`src/sqac_pkg.sv`:
```
package sqac_pkg;
    // register byte offsets (printed offsets are not word aligned: these are indices)
    localparam logic [19:0] IDX_LINK_SYNC_STATE = 20'h30804;
    localparam logic [19:0] IDX_ALIGN_BYPASS    = 20'h30821;
    localparam logic [19:0] IDX_CHAR_CTRL       = 20'h30830;
    localparam logic [19:0] IDX_GROUP_RESYNC    = 20'h30822;
    localparam logic [19:0] IDX_IRQ_STATUS      = 20'h30823;
    localparam logic [19:0] IDX_IRQ_MASK        = 20'h30824;
    localparam int          ADDR_W              = 22;

    // field positions; msb-first bit n of a byte sits at data bit 7-n
    localparam int BIT_RESYNC4   = 1;  // msb-first [6]
    localparam int BIT_XAUI_SEL  = 0;  // msb-first [7]
    localparam int BIT_BYPASS    = 7;  // msb-first [0]
    localparam int POS_RXSEL     = 2;  // msb-first [4:5]
    localparam int POS_TXSEL     = 0;  // msb-first [6:7]
    localparam int BIT_CHAR_ENA  = 3;  // msb-first [4]
    localparam int BIT_CHAR_TX   = 2;  // msb-first [5]
    localparam int POS_CHAR_CHAN = 0;  // msb-first [6:7]

    // bits kept on a write; reserved bits are dropped and read back zero
    localparam logic [7:0] MASK_ALIGN_BYPASS = 8'h8f;
    localparam logic [7:0] MASK_CHAR_CTRL    = 8'h0f;
    localparam logic [7:0] MASK_GROUP_RESYNC = 8'h03;

    // link sync state codes
    localparam logic [1:0] SYNC_NONE    = 2'h0;
    localparam logic [1:0] SYNC_PARTIAL = 2'h1;
    localparam logic [1:0] SYNC_DONE    = 2'h2;

    // interrupt status bits
    localparam int IRQ_RESYNC   = 0;
    localparam int IRQ_SYNCLOST = 1;
    localparam int IRQ_SYNCDONE = 2;

    localparam logic [7:0] RESET_BYTE = 8'h00;

    typedef enum logic [1:0] {RS_IDLE, RS_PULSE} sqac_rs_t;
endpackage

```
`src/sqac_quad_ctrl.sv`:
```
`timescale 1ns/10ps
module sqac_quad_ctrl #(
    parameter int NCH    = 4,
    parameter int DATA_W = 10
) (
    input  wire logic                           core_clk,
    input  wire logic                           rstn,
    input  wire logic [sqac_pkg::ADDR_W-1:0]    busAddr,
    input  wire logic [7:0]                     busWdata,
    input  wire logic                           busWr,
    input  wire logic                           busRd,
    output logic [7:0]                          busRdata,
    output logic                                irq,
    input  wire logic [1:0]                     testModeInputs,
    input  wire logic                           coreEnablePinN,
    input  wire logic [NCH-1:0]                 perChannelLinkFsmEnable,
    input  wire logic [2*NCH-1:0]               linkSyncStateIn,
    output logic [NCH-1:0]                      linkFsmXaui,
    output logic [NCH-1:0]                      linkFsmEnable,
    output logic [NCH-1:0]                      alignFifoPtrReset,
    output logic                                alignFifoBypass,
    input  wire logic [NCH-1:0]                 chanRxByteClk,
    input  wire logic [NCH-1:0]                 chanTxByteClk,
    output logic                                sharedRxByteClock,
    output logic                                sharedTxByteClock,
    output logic                                charModeActive,
    input  wire logic [NCH-1:0]                 chanRxTbc,
    input  wire logic [NCH-1:0]                 chanCodeViol,
    input  wire logic [NCH-1:0]                 chanByteSync,
    input  wire logic [NCH-1:0]                 chanWordSync,
    input  wire logic [NCH-1:0]                 chanRecClk0,
    input  wire logic [NCH-1:0]                 chanRecClk1,
    input  wire logic [NCH*DATA_W-1:0]          chanRxData,
    output logic [DATA_W+5:0]                   hostDataPinsOut,
    output logic                                hostDataPinsOe,
    input  wire logic [DATA_W:0]                hostAddressPins,
    output logic [NCH-1:0]                      charTxOverride,
    output logic                                charTxClk,
    output logic [DATA_W-1:0]                   charTxData
);
    typedef sqac_pkg::sqac_rs_t sqac_rs_st_t;

    logic [7:0]   bypassClkReg_r;
    logic [7:0]   charCtrl_r;
    logic [7:0]   groupResync_r;
    logic [2:0]   irqStatus_r;
    logic [2:0]   irqMask_r;
    logic [7:0]   syncStatus_r;
    logic [7:0]   syncPrev_r;
    logic         resyncPrev_r;
    sqac_rs_st_t  rsState_r;
    logic [1:0]   rxSel;
    logic [1:0]   txSel;
    logic [1:0]   charChan;
    logic         resyncEdge;
    logic [2:0]   irqEvents;
    logic         writeSelf;
    logic [7:0]   rdMux;
    logic [DATA_W+5:0] charObs_r;
    logic [DATA_W:0]   hostAddr_r;
    logic [DATA_W:0]   hostAddrS1_r;
    logic [DATA_W:0]   hostAddrS2_r;
    logic [DATA_W:0]   hostAddrS3_r;
    logic [DATA_W:0]   hostAddrAgree;
    logic [NCH-1:0]    chanLostSync;
    logic [NCH-1:0]    chanGotSync;

    assign rxSel    = bypassClkReg_r[sqac_pkg::POS_RXSEL +: 2];
    assign txSel    = bypassClkReg_r[sqac_pkg::POS_TXSEL +: 2];
    assign charChan = charCtrl_r[sqac_pkg::POS_CHAR_CHAN +: 2];
    assign writeSelf = busWr && (busAddr == {sqac_pkg::IDX_GROUP_RESYNC, 2'b00});

    // bypass and byte clock sources; reserved bits are not stored
    always_ff @(posedge core_clk or negedge rstn) begin
        if (!rstn) begin
            bypassClkReg_r <= sqac_pkg::RESET_BYTE;
        end else if (busWr && busAddr == {sqac_pkg::IDX_ALIGN_BYPASS, 2'b00}) begin
            bypassClkReg_r <= busWdata & sqac_pkg::MASK_ALIGN_BYPASS;
        end
    end

    // characterization control byte
    always_ff @(posedge core_clk or negedge rstn) begin
        if (!rstn) begin
            charCtrl_r <= sqac_pkg::RESET_BYTE;
        end else if (busWr && busAddr == {sqac_pkg::IDX_CHAR_CTRL, 2'b00}) begin
            charCtrl_r <= busWdata & sqac_pkg::MASK_CHAR_CTRL;
        end
    end

    // group resync and link select byte
    always_ff @(posedge core_clk or negedge rstn) begin
        if (!rstn) begin
            groupResync_r <= sqac_pkg::RESET_BYTE;
        end else if (writeSelf) begin
            groupResync_r <= busWdata & sqac_pkg::MASK_GROUP_RESYNC;
        end
    end

    // interrupt mask, same layout as the status bits
    always_ff @(posedge core_clk or negedge rstn) begin
        if (!rstn) begin
            irqMask_r <= 3'h0;
        end else if (busWr && busAddr == {sqac_pkg::IDX_IRQ_MASK, 2'b00}) begin
            irqMask_r <= busWdata[2:0];
        end
    end

    assign resyncEdge = groupResync_r[sqac_pkg::BIT_RESYNC4] && !resyncPrev_r;

    // group resync sequencer, one pulse per rising edge
    always_ff @(posedge core_clk or negedge rstn) begin
        if (!rstn) begin
            resyncPrev_r <= 1'b0;
            rsState_r    <= sqac_pkg::RS_IDLE;
        end else begin
            resyncPrev_r <= groupResync_r[sqac_pkg::BIT_RESYNC4];
            case (rsState_r)
                sqac_pkg::RS_IDLE: begin
                    rsState_r <= resyncEdge ? sqac_pkg::RS_PULSE : sqac_pkg::RS_IDLE;
                end
                sqac_pkg::RS_PULSE: begin
                    rsState_r <= sqac_pkg::RS_IDLE;
                end
                default: begin
                    rsState_r <= sqac_pkg::RS_IDLE;
                end
            endcase
        end
    end

    // pointer reset to all four fifos together
    assign alignFifoPtrReset = {NCH{rsState_r == sqac_pkg::RS_PULSE}};

    assign linkFsmXaui   = {NCH{groupResync_r[sqac_pkg::BIT_XAUI_SEL]}};
    assign linkFsmEnable = groupResync_r[sqac_pkg::BIT_XAUI_SEL] ? {NCH{1'b1}}
                                                                   : perChannelLinkFsmEnable;

    assign alignFifoBypass = bypassClkReg_r[sqac_pkg::BIT_BYPASS];

    // rx source; the field is bit-reversed so 10 means B
    assign sharedRxByteClock = chanRxByteClk[{rxSel[0], rxSel[1]}];
    assign sharedTxByteClock = chanTxByteClk[{txSel[0], txSel[1]}];

    // mode needs the bit plus qualifying pins
    // outside logic holds test inputs at 00 and core enable low
    assign charModeActive = charCtrl_r[sqac_pkg::BIT_CHAR_ENA]
                            && (testModeInputs == 2'b00) && !coreEnablePinN;

    // observed signals registered onto host data pins
    // channel chosen by char channel field (plain binary)
    always_ff @(posedge core_clk or negedge rstn) begin
        if (!rstn) begin
            charObs_r <= '0;
        end else begin
            charObs_r <= {chanRxTbc[charChan], chanCodeViol[charChan], chanByteSync[charChan],
                          chanWordSync[charChan], chanRecClk0[charChan], chanRecClk1[charChan],
                          chanRxData[charChan*DATA_W +: DATA_W]};
        end
    end
    assign hostDataPinsOut = charObs_r;
    assign hostDataPinsOe  = charModeActive;

    // host address pins come from outside the clock domain: three stages
    always_ff @(posedge core_clk or negedge rstn) begin
        if (!rstn) begin
            hostAddrS1_r <= '0;
            hostAddrS2_r <= '0;
            hostAddrS3_r <= '0;
        end else begin
            hostAddrS1_r <= hostAddressPins;
            hostAddrS2_r <= hostAddrS1_r;
            hostAddrS3_r <= hostAddrS2_r;
        end
    end

    // a bit moves on only once the last two stages agree, so a pin caught
    // mid-change is never passed on; costs a few cycles of latency
    assign hostAddrAgree = ~(hostAddrS2_r ^ hostAddrS3_r);

    // host address pins feed tx of the chosen channel
    always_ff @(posedge core_clk or negedge rstn) begin
        if (!rstn) begin
            hostAddr_r <= '0;
        end else begin
            hostAddr_r <= (hostAddr_r & ~hostAddrAgree) | (hostAddrS3_r & hostAddrAgree);
        end
    end
    assign charTxClk  = hostAddr_r[DATA_W];
    assign charTxData = hostAddr_r[DATA_W-1:0];

    // only the selected channel takes its tx inputs from the host pins
    for (genvar ch = 0; ch < NCH; ch++) begin : g_txOverride
        assign charTxOverride[ch] = charModeActive && charCtrl_r[sqac_pkg::BIT_CHAR_TX]
                                    && (int'(charChan) == ch);
    end

    always_ff @(posedge core_clk or negedge rstn) begin
        if (!rstn) begin
            syncStatus_r <= sqac_pkg::RESET_BYTE;
            syncPrev_r   <= sqac_pkg::RESET_BYTE;
        end else begin
            syncStatus_r <= linkSyncStateIn[7:0];
            syncPrev_r   <= syncStatus_r;
        end
    end

    // per-channel moves into and out of the finished sync code
    for (genvar ch = 0; ch < NCH; ch++) begin : g_syncEvt
        assign chanLostSync[ch] = (syncPrev_r[2*ch +: 2] == sqac_pkg::SYNC_DONE)
                                  && (syncStatus_r[2*ch +: 2] != sqac_pkg::SYNC_DONE);
        assign chanGotSync[ch]  = (syncPrev_r[2*ch +: 2] != sqac_pkg::SYNC_DONE)
                                  && (syncStatus_r[2*ch +: 2] == sqac_pkg::SYNC_DONE);
    end

    // events: resync issued, some channel lost sync done, some channel reached sync done
    always_comb begin
        irqEvents = '0;
        irqEvents[sqac_pkg::IRQ_RESYNC]   = resyncEdge;
        irqEvents[sqac_pkg::IRQ_SYNCLOST] = |chanLostSync;
        irqEvents[sqac_pkg::IRQ_SYNCDONE] = |chanGotSync;
    end

    // sticky status, write one to clear; a new event wins over the clear
    always_ff @(posedge core_clk or negedge rstn) begin
        if (!rstn) begin
            irqStatus_r <= 3'h0;
        end else begin
            if (busWr && busAddr == {sqac_pkg::IDX_IRQ_STATUS, 2'b00})
                irqStatus_r <= (irqStatus_r & ~busWdata[2:0]) | irqEvents;
            else
                irqStatus_r <= irqStatus_r | irqEvents;
        end
    end
    assign irq = |(irqStatus_r & irqMask_r);

    // read mux; unmapped addresses read zero
    always_comb begin
        case (busAddr)
            {sqac_pkg::IDX_LINK_SYNC_STATE, 2'b00}: rdMux = syncStatus_r;
            {sqac_pkg::IDX_ALIGN_BYPASS, 2'b00}:    rdMux = bypassClkReg_r;
            {sqac_pkg::IDX_CHAR_CTRL, 2'b00}:       rdMux = charCtrl_r;
            {sqac_pkg::IDX_GROUP_RESYNC, 2'b00}:    rdMux = groupResync_r;
            {sqac_pkg::IDX_IRQ_STATUS, 2'b00}:      rdMux = {5'h00, irqStatus_r};
            {sqac_pkg::IDX_IRQ_MASK, 2'b00}:        rdMux = {5'h00, irqMask_r};
            default:                                rdMux = 8'h00;
        endcase
    end

    // read data valid only in the cycle after the strobe
    always_ff @(posedge core_clk or negedge rstn) begin
        if (!rstn) begin
            busRdata <= 8'h00;
        end else begin
            busRdata <= busRd ? rdMux : 8'h00;
        end
    end
endmodule

```
`config.mk`:
```
export PLATFORM = sky130hd
export DESIGN_NAME = sqac_quad_ctrl
export DESIGN_NICKNAME = d
export VERILOG_FILES = /design/src/sqac_pkg.sv /design/src/sqac_quad_ctrl.sv
export SDC_FILE = /design/constraint.sdc
export NUM_CORES = 1
export LEC_CHECK = 0
export BUFFER_PORTS_ARGS = -buffer_cell sky130_fd_sc_hd__buf_2
export CAP_MARGIN = 10
export CELL_PAD_IN_SITES_DETAIL_PLACEMENT = 1
export CELL_PAD_IN_SITES_GLOBAL_PLACEMENT = 1
export CORE_MARGIN = 5
export CORE_UTILIZATION = 39
export DETAILED_ROUTE_END_ITERATION = 16
export MAX_ROUTING_LAYER = met4
export PLACE_DENSITY = 0.92
export SYNTH_ARGS = -nofsm -noshare
export SYNTH_HDL_FRONTEND = slang
export SYNTH_SLANG_ARGS = --single-unit
export TNS_END_PERCENT = 50
```
`constraint.sdc`:
```
create_clock -name core_clk -period 4.9 [get_ports core_clk]
set_clock_uncertainty 0.15 [all_clocks]
set_input_delay 1.225 -clock core_clk [delete_from_list [all_inputs] [get_ports core_clk]]
set_output_delay 1.225 -clock core_clk [all_outputs]
set_load 0.005 [all_outputs]
```
==> impl_metrics.json, run 1 <==
{
  "period_needed_ns": 3.990,
  "fin_crit_sh_pct": 81.43,
  "dr.first_iter.drc_count": 253,
  "critPathCaptureType": "output pin",
  "post_cts.repair.setup_buffers": 0,
  "rsz0062_at_grt": "no",
  "endpoint": "charTxOverride[1]",
  "placedCellCount": 564,
  "synth_top_area_share_pct": 63.72,
  "relSlewSlack_pct": 25.83,
  "min_from": "hostAddrS1_r[2]$_DFF_PN0_",
  "synth-async-reset-ratio_pct": 100.0,
  "crit_path_max_fanout": 4,
  "post-route-drc-count": 0,
  "met3_usage_pct": 4.293,
  "setup_violations": 0,
  "final_util_pct": 51.13,
  "synth_area_leader_cell": "dfrtp_1",
  "area_growth_pct": 29.32,
  "tns_ns": 0,
  "ctsHoldBuffers": 0,
  "ys.flop_type": "dfrtp_1",
  "ir_drop_uv": 144.3,
  "fp.dieW_microns": 111.8,
  "synth_fa_ha_area_share_pct": 2.722,
  "slew_violations": 0,
  "viasPerCell": 5.098,
  "dp.final_hpwl_mm": 9.040,
  "place_congestion": 0.9415,
  "clk_path_buf_depth": 2,
  "die_area_sq_mm": 0.01251,
  "dp_slack_ns": 0.8470,
  "grt-ovfl-total": 0,
  "yosysWarningCount": 0,
  "seq_area_frac_synth_pct": 63.72,
  "drive_gt1_share_pct": 54.28,
  "track_usage_pct": 18.72,
  "ant_nets": 0,
  "clk_pin_slew_worst_paths_ns": 0.10,
  "core_sq_mm": 0.01023,
  "r2r_slack_ns": 2.89,
  "fin_cells": 581,
  "synth_edf_count": 0,
  "vias": 2962,
  "power.total_uw": 1536,
  "grt_max_degree": 69,
  "postSynthCellCount": 257,
  "rows": 37,
  "cts_tree": "built",
  "grt_pass1_vias": 3326,
  "busiest_layer": "met2",
  "worstSetupPathDepth": 5,
  "use_met1_pct": 21.28,
  "synth_nets": 389,
  "dr.pass1.iters": 4,
  "power.switching_uw": 369.8,
  "startpoint": "testModeInputs[1]",
  "grt_pass1_wl_mm": 17.85,
  "synth.avg_cell_area_sq_um": 15.74,
  "setup_ws_ns": 0.9101,
  "rr_worst_depth": 1,
  "clock.fmax_mhz": 250.6,
  "top_level_ports": 189,
  "crit_chain": "buf_2 -> nor4b_1 -> nand3_1 -> nor2_1 -> buf_2",
  "cts_resized": 0,
  "use_met2_pct": 33.05,
  "reg2reg_to": "hostDataPinsOut[15]$_DFF_PN0_",
  "reg2reg_from": "charCtrl_r[0]$_DFFE_PN0P_",
  "synth_top_family_by_area": "multiplexers",
  "maxCapViolCount": 0,
  "power_density_mw_per_mm2": 293.7,
  "antenna_found_initial": 1,
  "p_int_uw": 1167,
  "p_sw_share_pct": 24.07,
  "worstMarginPinSlew_ns": 1.113,
  "clkPwrFrac_pct": 32.3,
  "numCtsBuffers": 9,
  "hp-class": "register to register",
  "status": "finished, final reports clean",
  "required_ns": 3.52,
  "cpMostUsedCell": "buf_2",
  "slowest_delay_ns": 0.72,
  "detail_route.wl_per_cell_microns": 19.07,
  "slowest_stage": "nor4b_1",
  "critPathKind": "input port to output pin",
  "synthMuxAreaShare_pct": 15.50,
  "numClockSinks": 103,
  "synth-seq-cells": 103,
  "combPwrFrac_pct": 9.0,
  "synth_compound_area_share_pct": 4.052,
  "ys_top_cells_by_area": "dfrtp_1 (64%), mux4_2 (10%), maj3_1 (2.7%)",
  "synth-simple-area-share_pct": 10.95,
  "arrival_ns": 2.61,
  "path_buf_inv": 2,
  "cts_max_level": 3,
  "netlist_area_sq_mm": 0.004045,
  "start_kind": "input port",
  "critPathTopFamily": "simple AND/OR/NAND/NOR gates",
  "leakage_uw": 0.002566,
  "synth_cell_type_count": 48,
  "p_seq_share_pct": 58.7,
  "clk_latency_ns": 0.37,
  "portBuffers": 185,
  "cts_root_buf": "clkbuf_8",
  "die_h_microns": 111.8,
  "nNetsFinal": 571,
  "start_util_pct": 39.54,
  "hold_viol": 0,
  "wl_mm": 11.08,
  "synthXorXnorAreaFrac_pct": 0
}
==> cell usage after synthesis (all sizes together), types with 2 or more instances <==
library cell	n
a211oi	2
a21oi	2
a222oi	2
a22oi	5
and2	3
and4	5
buf	14
clkbuf	2
dfrtp	103
inv	4
maj3	11
mux2	17
mux2i	3
mux4	18
nand2	2
nand2b	5
nand3	7
nand4	4
nor2	10
nor2b	6
nor3	4
nor3b	2
o21ai	2
o22ai	4
or2	4
or4	2
==> layout make-up <==
| cell class | instances | area, sq um |
|---|---|---|
| multi-input combinational | 134 | 1344 |
| clock buffer | 12 | 145.1 |
| antenna | 1 | 2.502 |
| timing repair buffer | 187 | 943.4 |
| clock inverter | 4 | 33.78 |
| fill | 1081 | 5000 |
| tap | 136 | 170.2 |
| inverter | 4 | 15.01 |
| sequential | 103 | 2577 |
==> metrics by stage <==
step / hold WS (ns) / instance area [sq um]
2_1_floorplan: 0.1812 / 4045
3_3_place_gp: 0.1830 / 5050
3_5_place_dp: 0.1858 / 5050
4_1_cts: 0.2090 / 5229
5_1_grt: 0.2128 / 5231
6_report: 0.1934 / 5231
==> cell families (layout without fill, tap and decap cells) <==
family | count (synthesis) | after routing
flip-flops | 103 | 103
AND/OR/NAND/NOR | 63 | 63
multiplexers | 38 | 38
AO/OA/AOI/OAI | 22 | 22
buffers and inverters | 20 | 207
adder cells (fa/ha/maj) | 11 | 11
other | 0 | 1
==> placed cells by master, fill, tap and decap left out, drive strengths merged, types with 5 or more instances in the layout <==
cell    instances
a22oi           5
and4            5
buf           187
clkbuf         12
dfrtp         103
inv             7
maj3           11
mux2           17
mux4           18
nand2b          5
nand3           7
nor2           10
nor2b           6
==> how the worst min path moves through the flow <==
stage / depth (start not counted) / to / slack (ns)
6_report: 0 / hostAddrS2_r[2]$_DFF_PN0_ / 0.19
5_1_grt: 0 / hostAddrS2_r[2]$_DFF_PN0_ / 0.21
4_1_cts: 0 / hostAddrS2_r[2]$_DFF_PN0_ / 0.21
3_5_place_dp: 0 / hostAddrS2_r[2]$_DFF_PN0_ / 0.19
3_3_place_gp: 0 / hostAddrS2_r[5]$_DFF_PN0_ / 0.18
2_1_floorplan: 0 / hostAddrS2_r[0]$_DFF_PN0_ / 0.18
==> per-layer routing <==
| layer | routed length [microns] | part of all wire [%] | vias up |
|---|---|---|---|
| li1 | - | - | 1312 |
| met1 | 4229 | 38 | 1488 |
| met2 | 5765 | 52 | 145 |
| met3 | 891 | 8.0 | 17 |
| met4 | 194 | 1.8 | 0 |
| met5 | 0 | 0 | - |
==> power by group through the flow <==
| stage | clock (uW) | combinational [uW] | sequential (uW) |
|---|---|---|---|
| floorplan | 0 | 40.1 | 917 |
| global placement | 0 | 133 | 916 |
| detailed placement | 0 | 141 | 919 |
| CTS | 516 | 142 | 902 |
| global route | 551 | 155 | 906 |
| finish | 496 | 139 | 902 |
Note: power is estimated with default switching activity, not from simulation.
==> run 2, diff against run 1 <==
Settings changed: CORE_UTILIZATION 39 to 36, PLACE_DENSITY 0.92 to 0.86.
Clock period 4.9 ns to 3.9 ns, I/O delays scaled along.
==> impl_metrics.json, run 2 (synthesis results as in run 1) <==
{
  "critPathKind": "input port to output pin",
  "slowest_stage": "nor4b_1",
  "relSlewSlack_pct": 56.71,
  "cts_root_buf": "clkbuf_16",
  "drive_gt1_share_pct": 54.48,
  "final_util_pct": 49.14,
  "tns_ns": 0,
  "numCtsBuffers": 9,
  "cpMostUsedCell": "buf_2",
  "critPathCaptureType": "output pin",
  "fin_crit_sh_pct": 81.54,
  "start_util_pct": 36.99,
  "worstMarginPinSlew_ns": 0.6493,
  "grt_max_degree": 53,
  "layout_common_cells": "buf_2 (184), dfrtp_1 (103), mux4_2 (18)",
  "dr.pass1.iters": 4,
  "dp.final_hpwl_mm": 8.874,
  "ctsHoldBuffers": 0,
  "rows": 38,
  "post_cts.repair.setup_buffers": 0,
  "slowest_delay_ns": 0.54,
  "grt-ovfl-total": 0,
  "place_congestion": 0.8342,
  "leakage_uw": 0.002626,
  "power.total_uw": 2204,
  "grt_pass1_vias": 3486,
  "fin_area_sq_mm": 0.005374,
  "wl_mm": 11.05,
  "hp-class": "register to register",
  "setup_violations": 0,
  "cts_tree": "built",
  "path_buf_inv": 2,
  "die_h_microns": 116,
  "r2r_slack_ns": 2.37,
  "critPathTopFamily": "simple AND/OR/NAND/NOR gates",
  "status": "finished, final reports clean",
  "antenna_found_initial": 1,
  "die_area_sq_mm": 0.01346,
  "clk_path_buf_depth": 2,
  "area_growth_pct": 32.85,
  "nNetsFinal": 573,
  "track_usage_pct": 17.56,
  "clock.fmax_mhz": 314.5,
  "portBuffers": 185,
  "required_ns": 2.77,
  "top_level_ports": 189,
  "maxCapViolCount": 0,
  "cts_resized": 0,
  "power_density_mw_per_mm2": 410.2,
  "crit_path_max_fanout": 4,
  "post-route-drc-count": 0,
  "ir_drop_uv": 340.4,
  "dr.first_iter.drc_count": 200,
  "ant_nets": 0,
  "detail_route.wl_per_cell_microns": 18.83,
  "hold_viol": 0,
  "period_needed_ns": 3.180,
  "clk_pin_slew_worst_paths_ns": 0.07,
  "final_common_cell": "buf_2",
  "viasPerCell": 4.957,
  "crit_chain": "buf_2 -> nor4b_1 -> nand3_1 -> nor2_1 -> buf_2",
  "vias": 2910,
  "numClockSinks": 103,
  "start_kind": "input port",
  "post_dp_cell_area_sq_mm": 0.005070,
  "slew_violations": 0,
  "core_sq_mm": 0.01094,
  "arrival_ns": 2.05,
  "clk_latency_ns": 0.34,
  "cts_max_level": 3,
  "grt_pass1_wl_mm": 17.36,
  "fp.dieW_microns": 116,
  "rsz0062_at_grt": "no"
}
## run 2: changes by cell type in the layout (fill, tap and decap cells not counted), sizes merged
cell and change:
clkinv +1, inv -3, clkinvlp +1, buf +2, bufinv +1
## run 2: cell type report
class	count	area, sq um
Sequential cell	103	2577
Tap cell	140	175.2
Timing Repair Buffer	189	958.4
Clock inverter	4	55.05
Fill cell	1183	5562
Inverter	4	15.01
Clock buffer	12	246.5
Antenna cell	1	2.502
Multi-Input combinational cell	134	1344
## run 2: layer usage
layer	global-route usage, %	vias up	wire length [microns]
met5	-	-	0
met4	6.110	0	240
met3	4.909	19	791
met2	30.07	128	5919
met1	19.74	1446	4103
li1	-	1317	-
## run 2: final timing paths
check | start | end | cells past startpoint
max | testModeInputs[1] | charTxOverride[1] | 5
min | hostAddrS1_r[6]$_DFF_PN0_ | hostAddrS2_r[6]$_DFF_PN0_ | 0
max reg2reg | charCtrl_r[0]$_DFFE_PN0P_ | hostDataPinsOut[6]$_DFF_PN0_ | 2
min reg2reg | hostAddrS1_r[6]$_DFF_PN0_ | hostAddrS2_r[6]$_DFF_PN0_ | 0
max in group asynchronous | rstn | hostDataPinsOut[3]$_DFF_PN0_ | 2
min in group asynchronous | rstn | hostAddrS1_r[4]$_DFF_PN0_ | 1
## run 2: per-stage QoR
| step | hold WS, ns | worst slack (ns) | cells |
|---|---|---|---|
| 2_1_floorplan | 0.1812 | 0.9189 | 257 |
| 3_3_place_gp | 0.1837 | 0.7623 | 570 |
| 3_5_place_dp | 0.1856 | 0.7085 | 570 |
| 4_1_cts | 0.1970 | 0.6966 | 586 |
| 5_1_grt | 0.2034 | 0.6050 | 587 |
| 6_report | 0.1943 | 0.7201 | 587 |
## run 2: worst reg2reg max path, delay by kind of cell, from the launching register on
kind,cells,cell delay [ns]
DFF,1,0.33
muxes,1,0.58
buffers and inverters,1,0.35
## run 2: power breakdown
group | internal, uW | switching (uW)
Clock | 518 | 379
Combinational | 94.3 | 79.2
Sequential | 1110 | 20.2
==> run 3, diff against run 2 <==
Clock period 3.9 ns to 3.1 ns, I/O delays scaled along.
==> impl_metrics.json, run 3 (synthesis results as in run 1) <==
{
  "grt_pass1_vias": 3303,
  "rr_worst_depth": 2,
  "dr.first_iter.drc_count": 221,
  "power.total_uw": 2758,
  "fin_cells": 586,
  "r2r_slack_ns": 1.39,
  "reg2reg_to": "hostDataPinsOut[5]$_DFF_PN0_",
  "fill_cells": 1182,
  "cts_root_buf": "clkbuf_16",
  "numClockSinks": 103,
  "drive_gt1_share_pct": 54.38,
  "slowest_stage": "nor4b_1",
  "die_area_sq_mm": 0.01346,
  "cts_resized": 0,
  "grt_pass1_wl_mm": 17.53,
  "critPathKind": "input port to output pin",
  "relSlewSlack_pct": 52.03,
  "hold_viol": 0,
  "portBuffers": 185,
  "core_sq_mm": 0.01094,
  "clk_latency_ns": 0.34,
  "slowest_delay_ns": 0.54,
  "arrival_ns": 1.88,
  "reg2reg_from": "charCtrl_r[0]$_DFFE_PN0P_",
  "slew_violations": 0,
  "crit_path_max_fanout": 4,
  "whs_ns": 0.2009,
  "power_density_mw_per_mm2": 513.7,
  "leakage_uw": 0.002630,
  "fp.dieW_microns": 116,
  "wl_mm": 11.06,
  "status": "finished, final reports clean",
  "layout_common_cells": "buf_2 (184), dfrtp_1 (103), mux4_2 (18)",
  "place_congestion": 0.8206,
  "rsz0062_at_grt": "no",
  "ant_nets": 0,
  "grt-ovfl-total": 0,
  "antenna_found_initial": 1,
  "period_needed_ns": 2.800,
  "start_kind": "input port",
  "required_ns": 2.17,
  "final_util_pct": 49.10,
  "worstHoldPathCells": 0,
  "grt_max_degree": 56,
  "rows": 38,
  "hp-class": "register to register",
  "min_from": "hostAddrS1_r[4]$_DFF_PN0_",
  "fin_crit_sh_pct": 90.33,
  "clk_pin_slew_worst_paths_ns": 0.06,
  "tns_ns": 0,
  "worstMarginPinSlew_ns": 0.7196,
  "ctsHoldBuffers": 0,
  "cts_max_level": 3,
  "post_cts.repair.setup_buffers": 0,
  "start_util_pct": 36.99,
  "detail_route.wl_per_cell_microns": 18.88,
  "placedCellCount": 569,
  "cpMostUsedCell": "buf_2",
  "dp.final_hpwl_mm": 8.744,
  "dr.pass1.iters": 4,
  "cts_tree": "built",
  "nNetsFinal": 572,
  "critPathCaptureType": "output pin",
  "track_usage_pct": 17.83,
  "clk_path_buf_depth": 2,
  "clock.fmax_mhz": 357.1,
  "top_level_ports": 189,
  "min_to": "hostAddrS2_r[4]$_DFF_PN0_",
  "ir_drop_uv": 256.7,
  "vias": 2919,
  "die_h_microns": 116,
  "final_common_cell": "buf_2",
  "post-route-drc-count": 0,
  "numCtsBuffers": 9,
  "setup_violations": 0,
  "crit_chain": "buf_2 -> nor4b_1 -> nand3_1 -> nor2_1 -> buf_2",
  "viasPerCell": 4.981,
  "area_growth_pct": 32.73,
  "maxCapViolCount": 0
}
-- run 3: cell count changes in the layout (fill, tap and decap cells not counted) --
cell        previous run  this run
clkinv_2               0         3
buf_12                 0         1
buf_4                  5         3
clkinvlp_4             1         0
clkinv_4               2         0
-- run 3: power breakdown --
group	internal, uW	switching, uW
clock	645	469
combinational	119	99.1
sequential	1400	25.3
total	2160	593
-- run 3: through the flow --
step / worst slack [ns] / area [sq um]
after CTS: 0.2988 / 5366
after floorplan: 0.5189 / 4045
after global routing: 0.1960 / 5369
after detailed placement: 0.3132 / 5075
final: 0.2999 / 5369
after global placement: 0.3639 / 5075
-- run 3: critical path, delay by kind of cell --
kind | cells | cell delay (ns)
AND/OR/NAND/NOR | 3 | 0.87
buffers and inverters | 2 | 0.23
-- run 3: worst max-delay path by stage --
stage	slack, ns	startpoint	cells past startpoint	endpoint
after floorplan	0.52	testModeInputs[1]	3	charTxOverride[0]
after global placement	0.36	testModeInputs[1]	5	charTxOverride[1]
after detailed placement	0.31	testModeInputs[1]	5	charTxOverride[1]
after CTS	0.30	testModeInputs[1]	5	charTxOverride[1]
after global routing	0.20	testModeInputs[1]	5	charTxOverride[1]
final	0.30	testModeInputs[1]	5	charTxOverride[1]
-- run 3: per-layer routing --
metal  GRT usage, %  wire (microns)  vias up
met5              -               0        -
met4          7.502             274        0
met3          3.394             746       21
met2          28.92            5722      132
met1          21.93            4322     1451
li1               -               -     1315
-- run 3: final cells by class --
type / instances / area (sq um) / area share [%]
well taps: 140 / 175.2 / 3.263
inverters: 4 / 15.01 / 0.2797
clock buffers: 12 / 246.5 / 4.591
flip-flops and latches: 103 / 2577 / 48.01
multi-input cells: 134 / 1344 / 25.03
diodes: 1 / 2.502 / 0.04661
repair buffers: 188 / 963.4 / 17.94
clock inverters: 4 / 45.04 / 0.8390
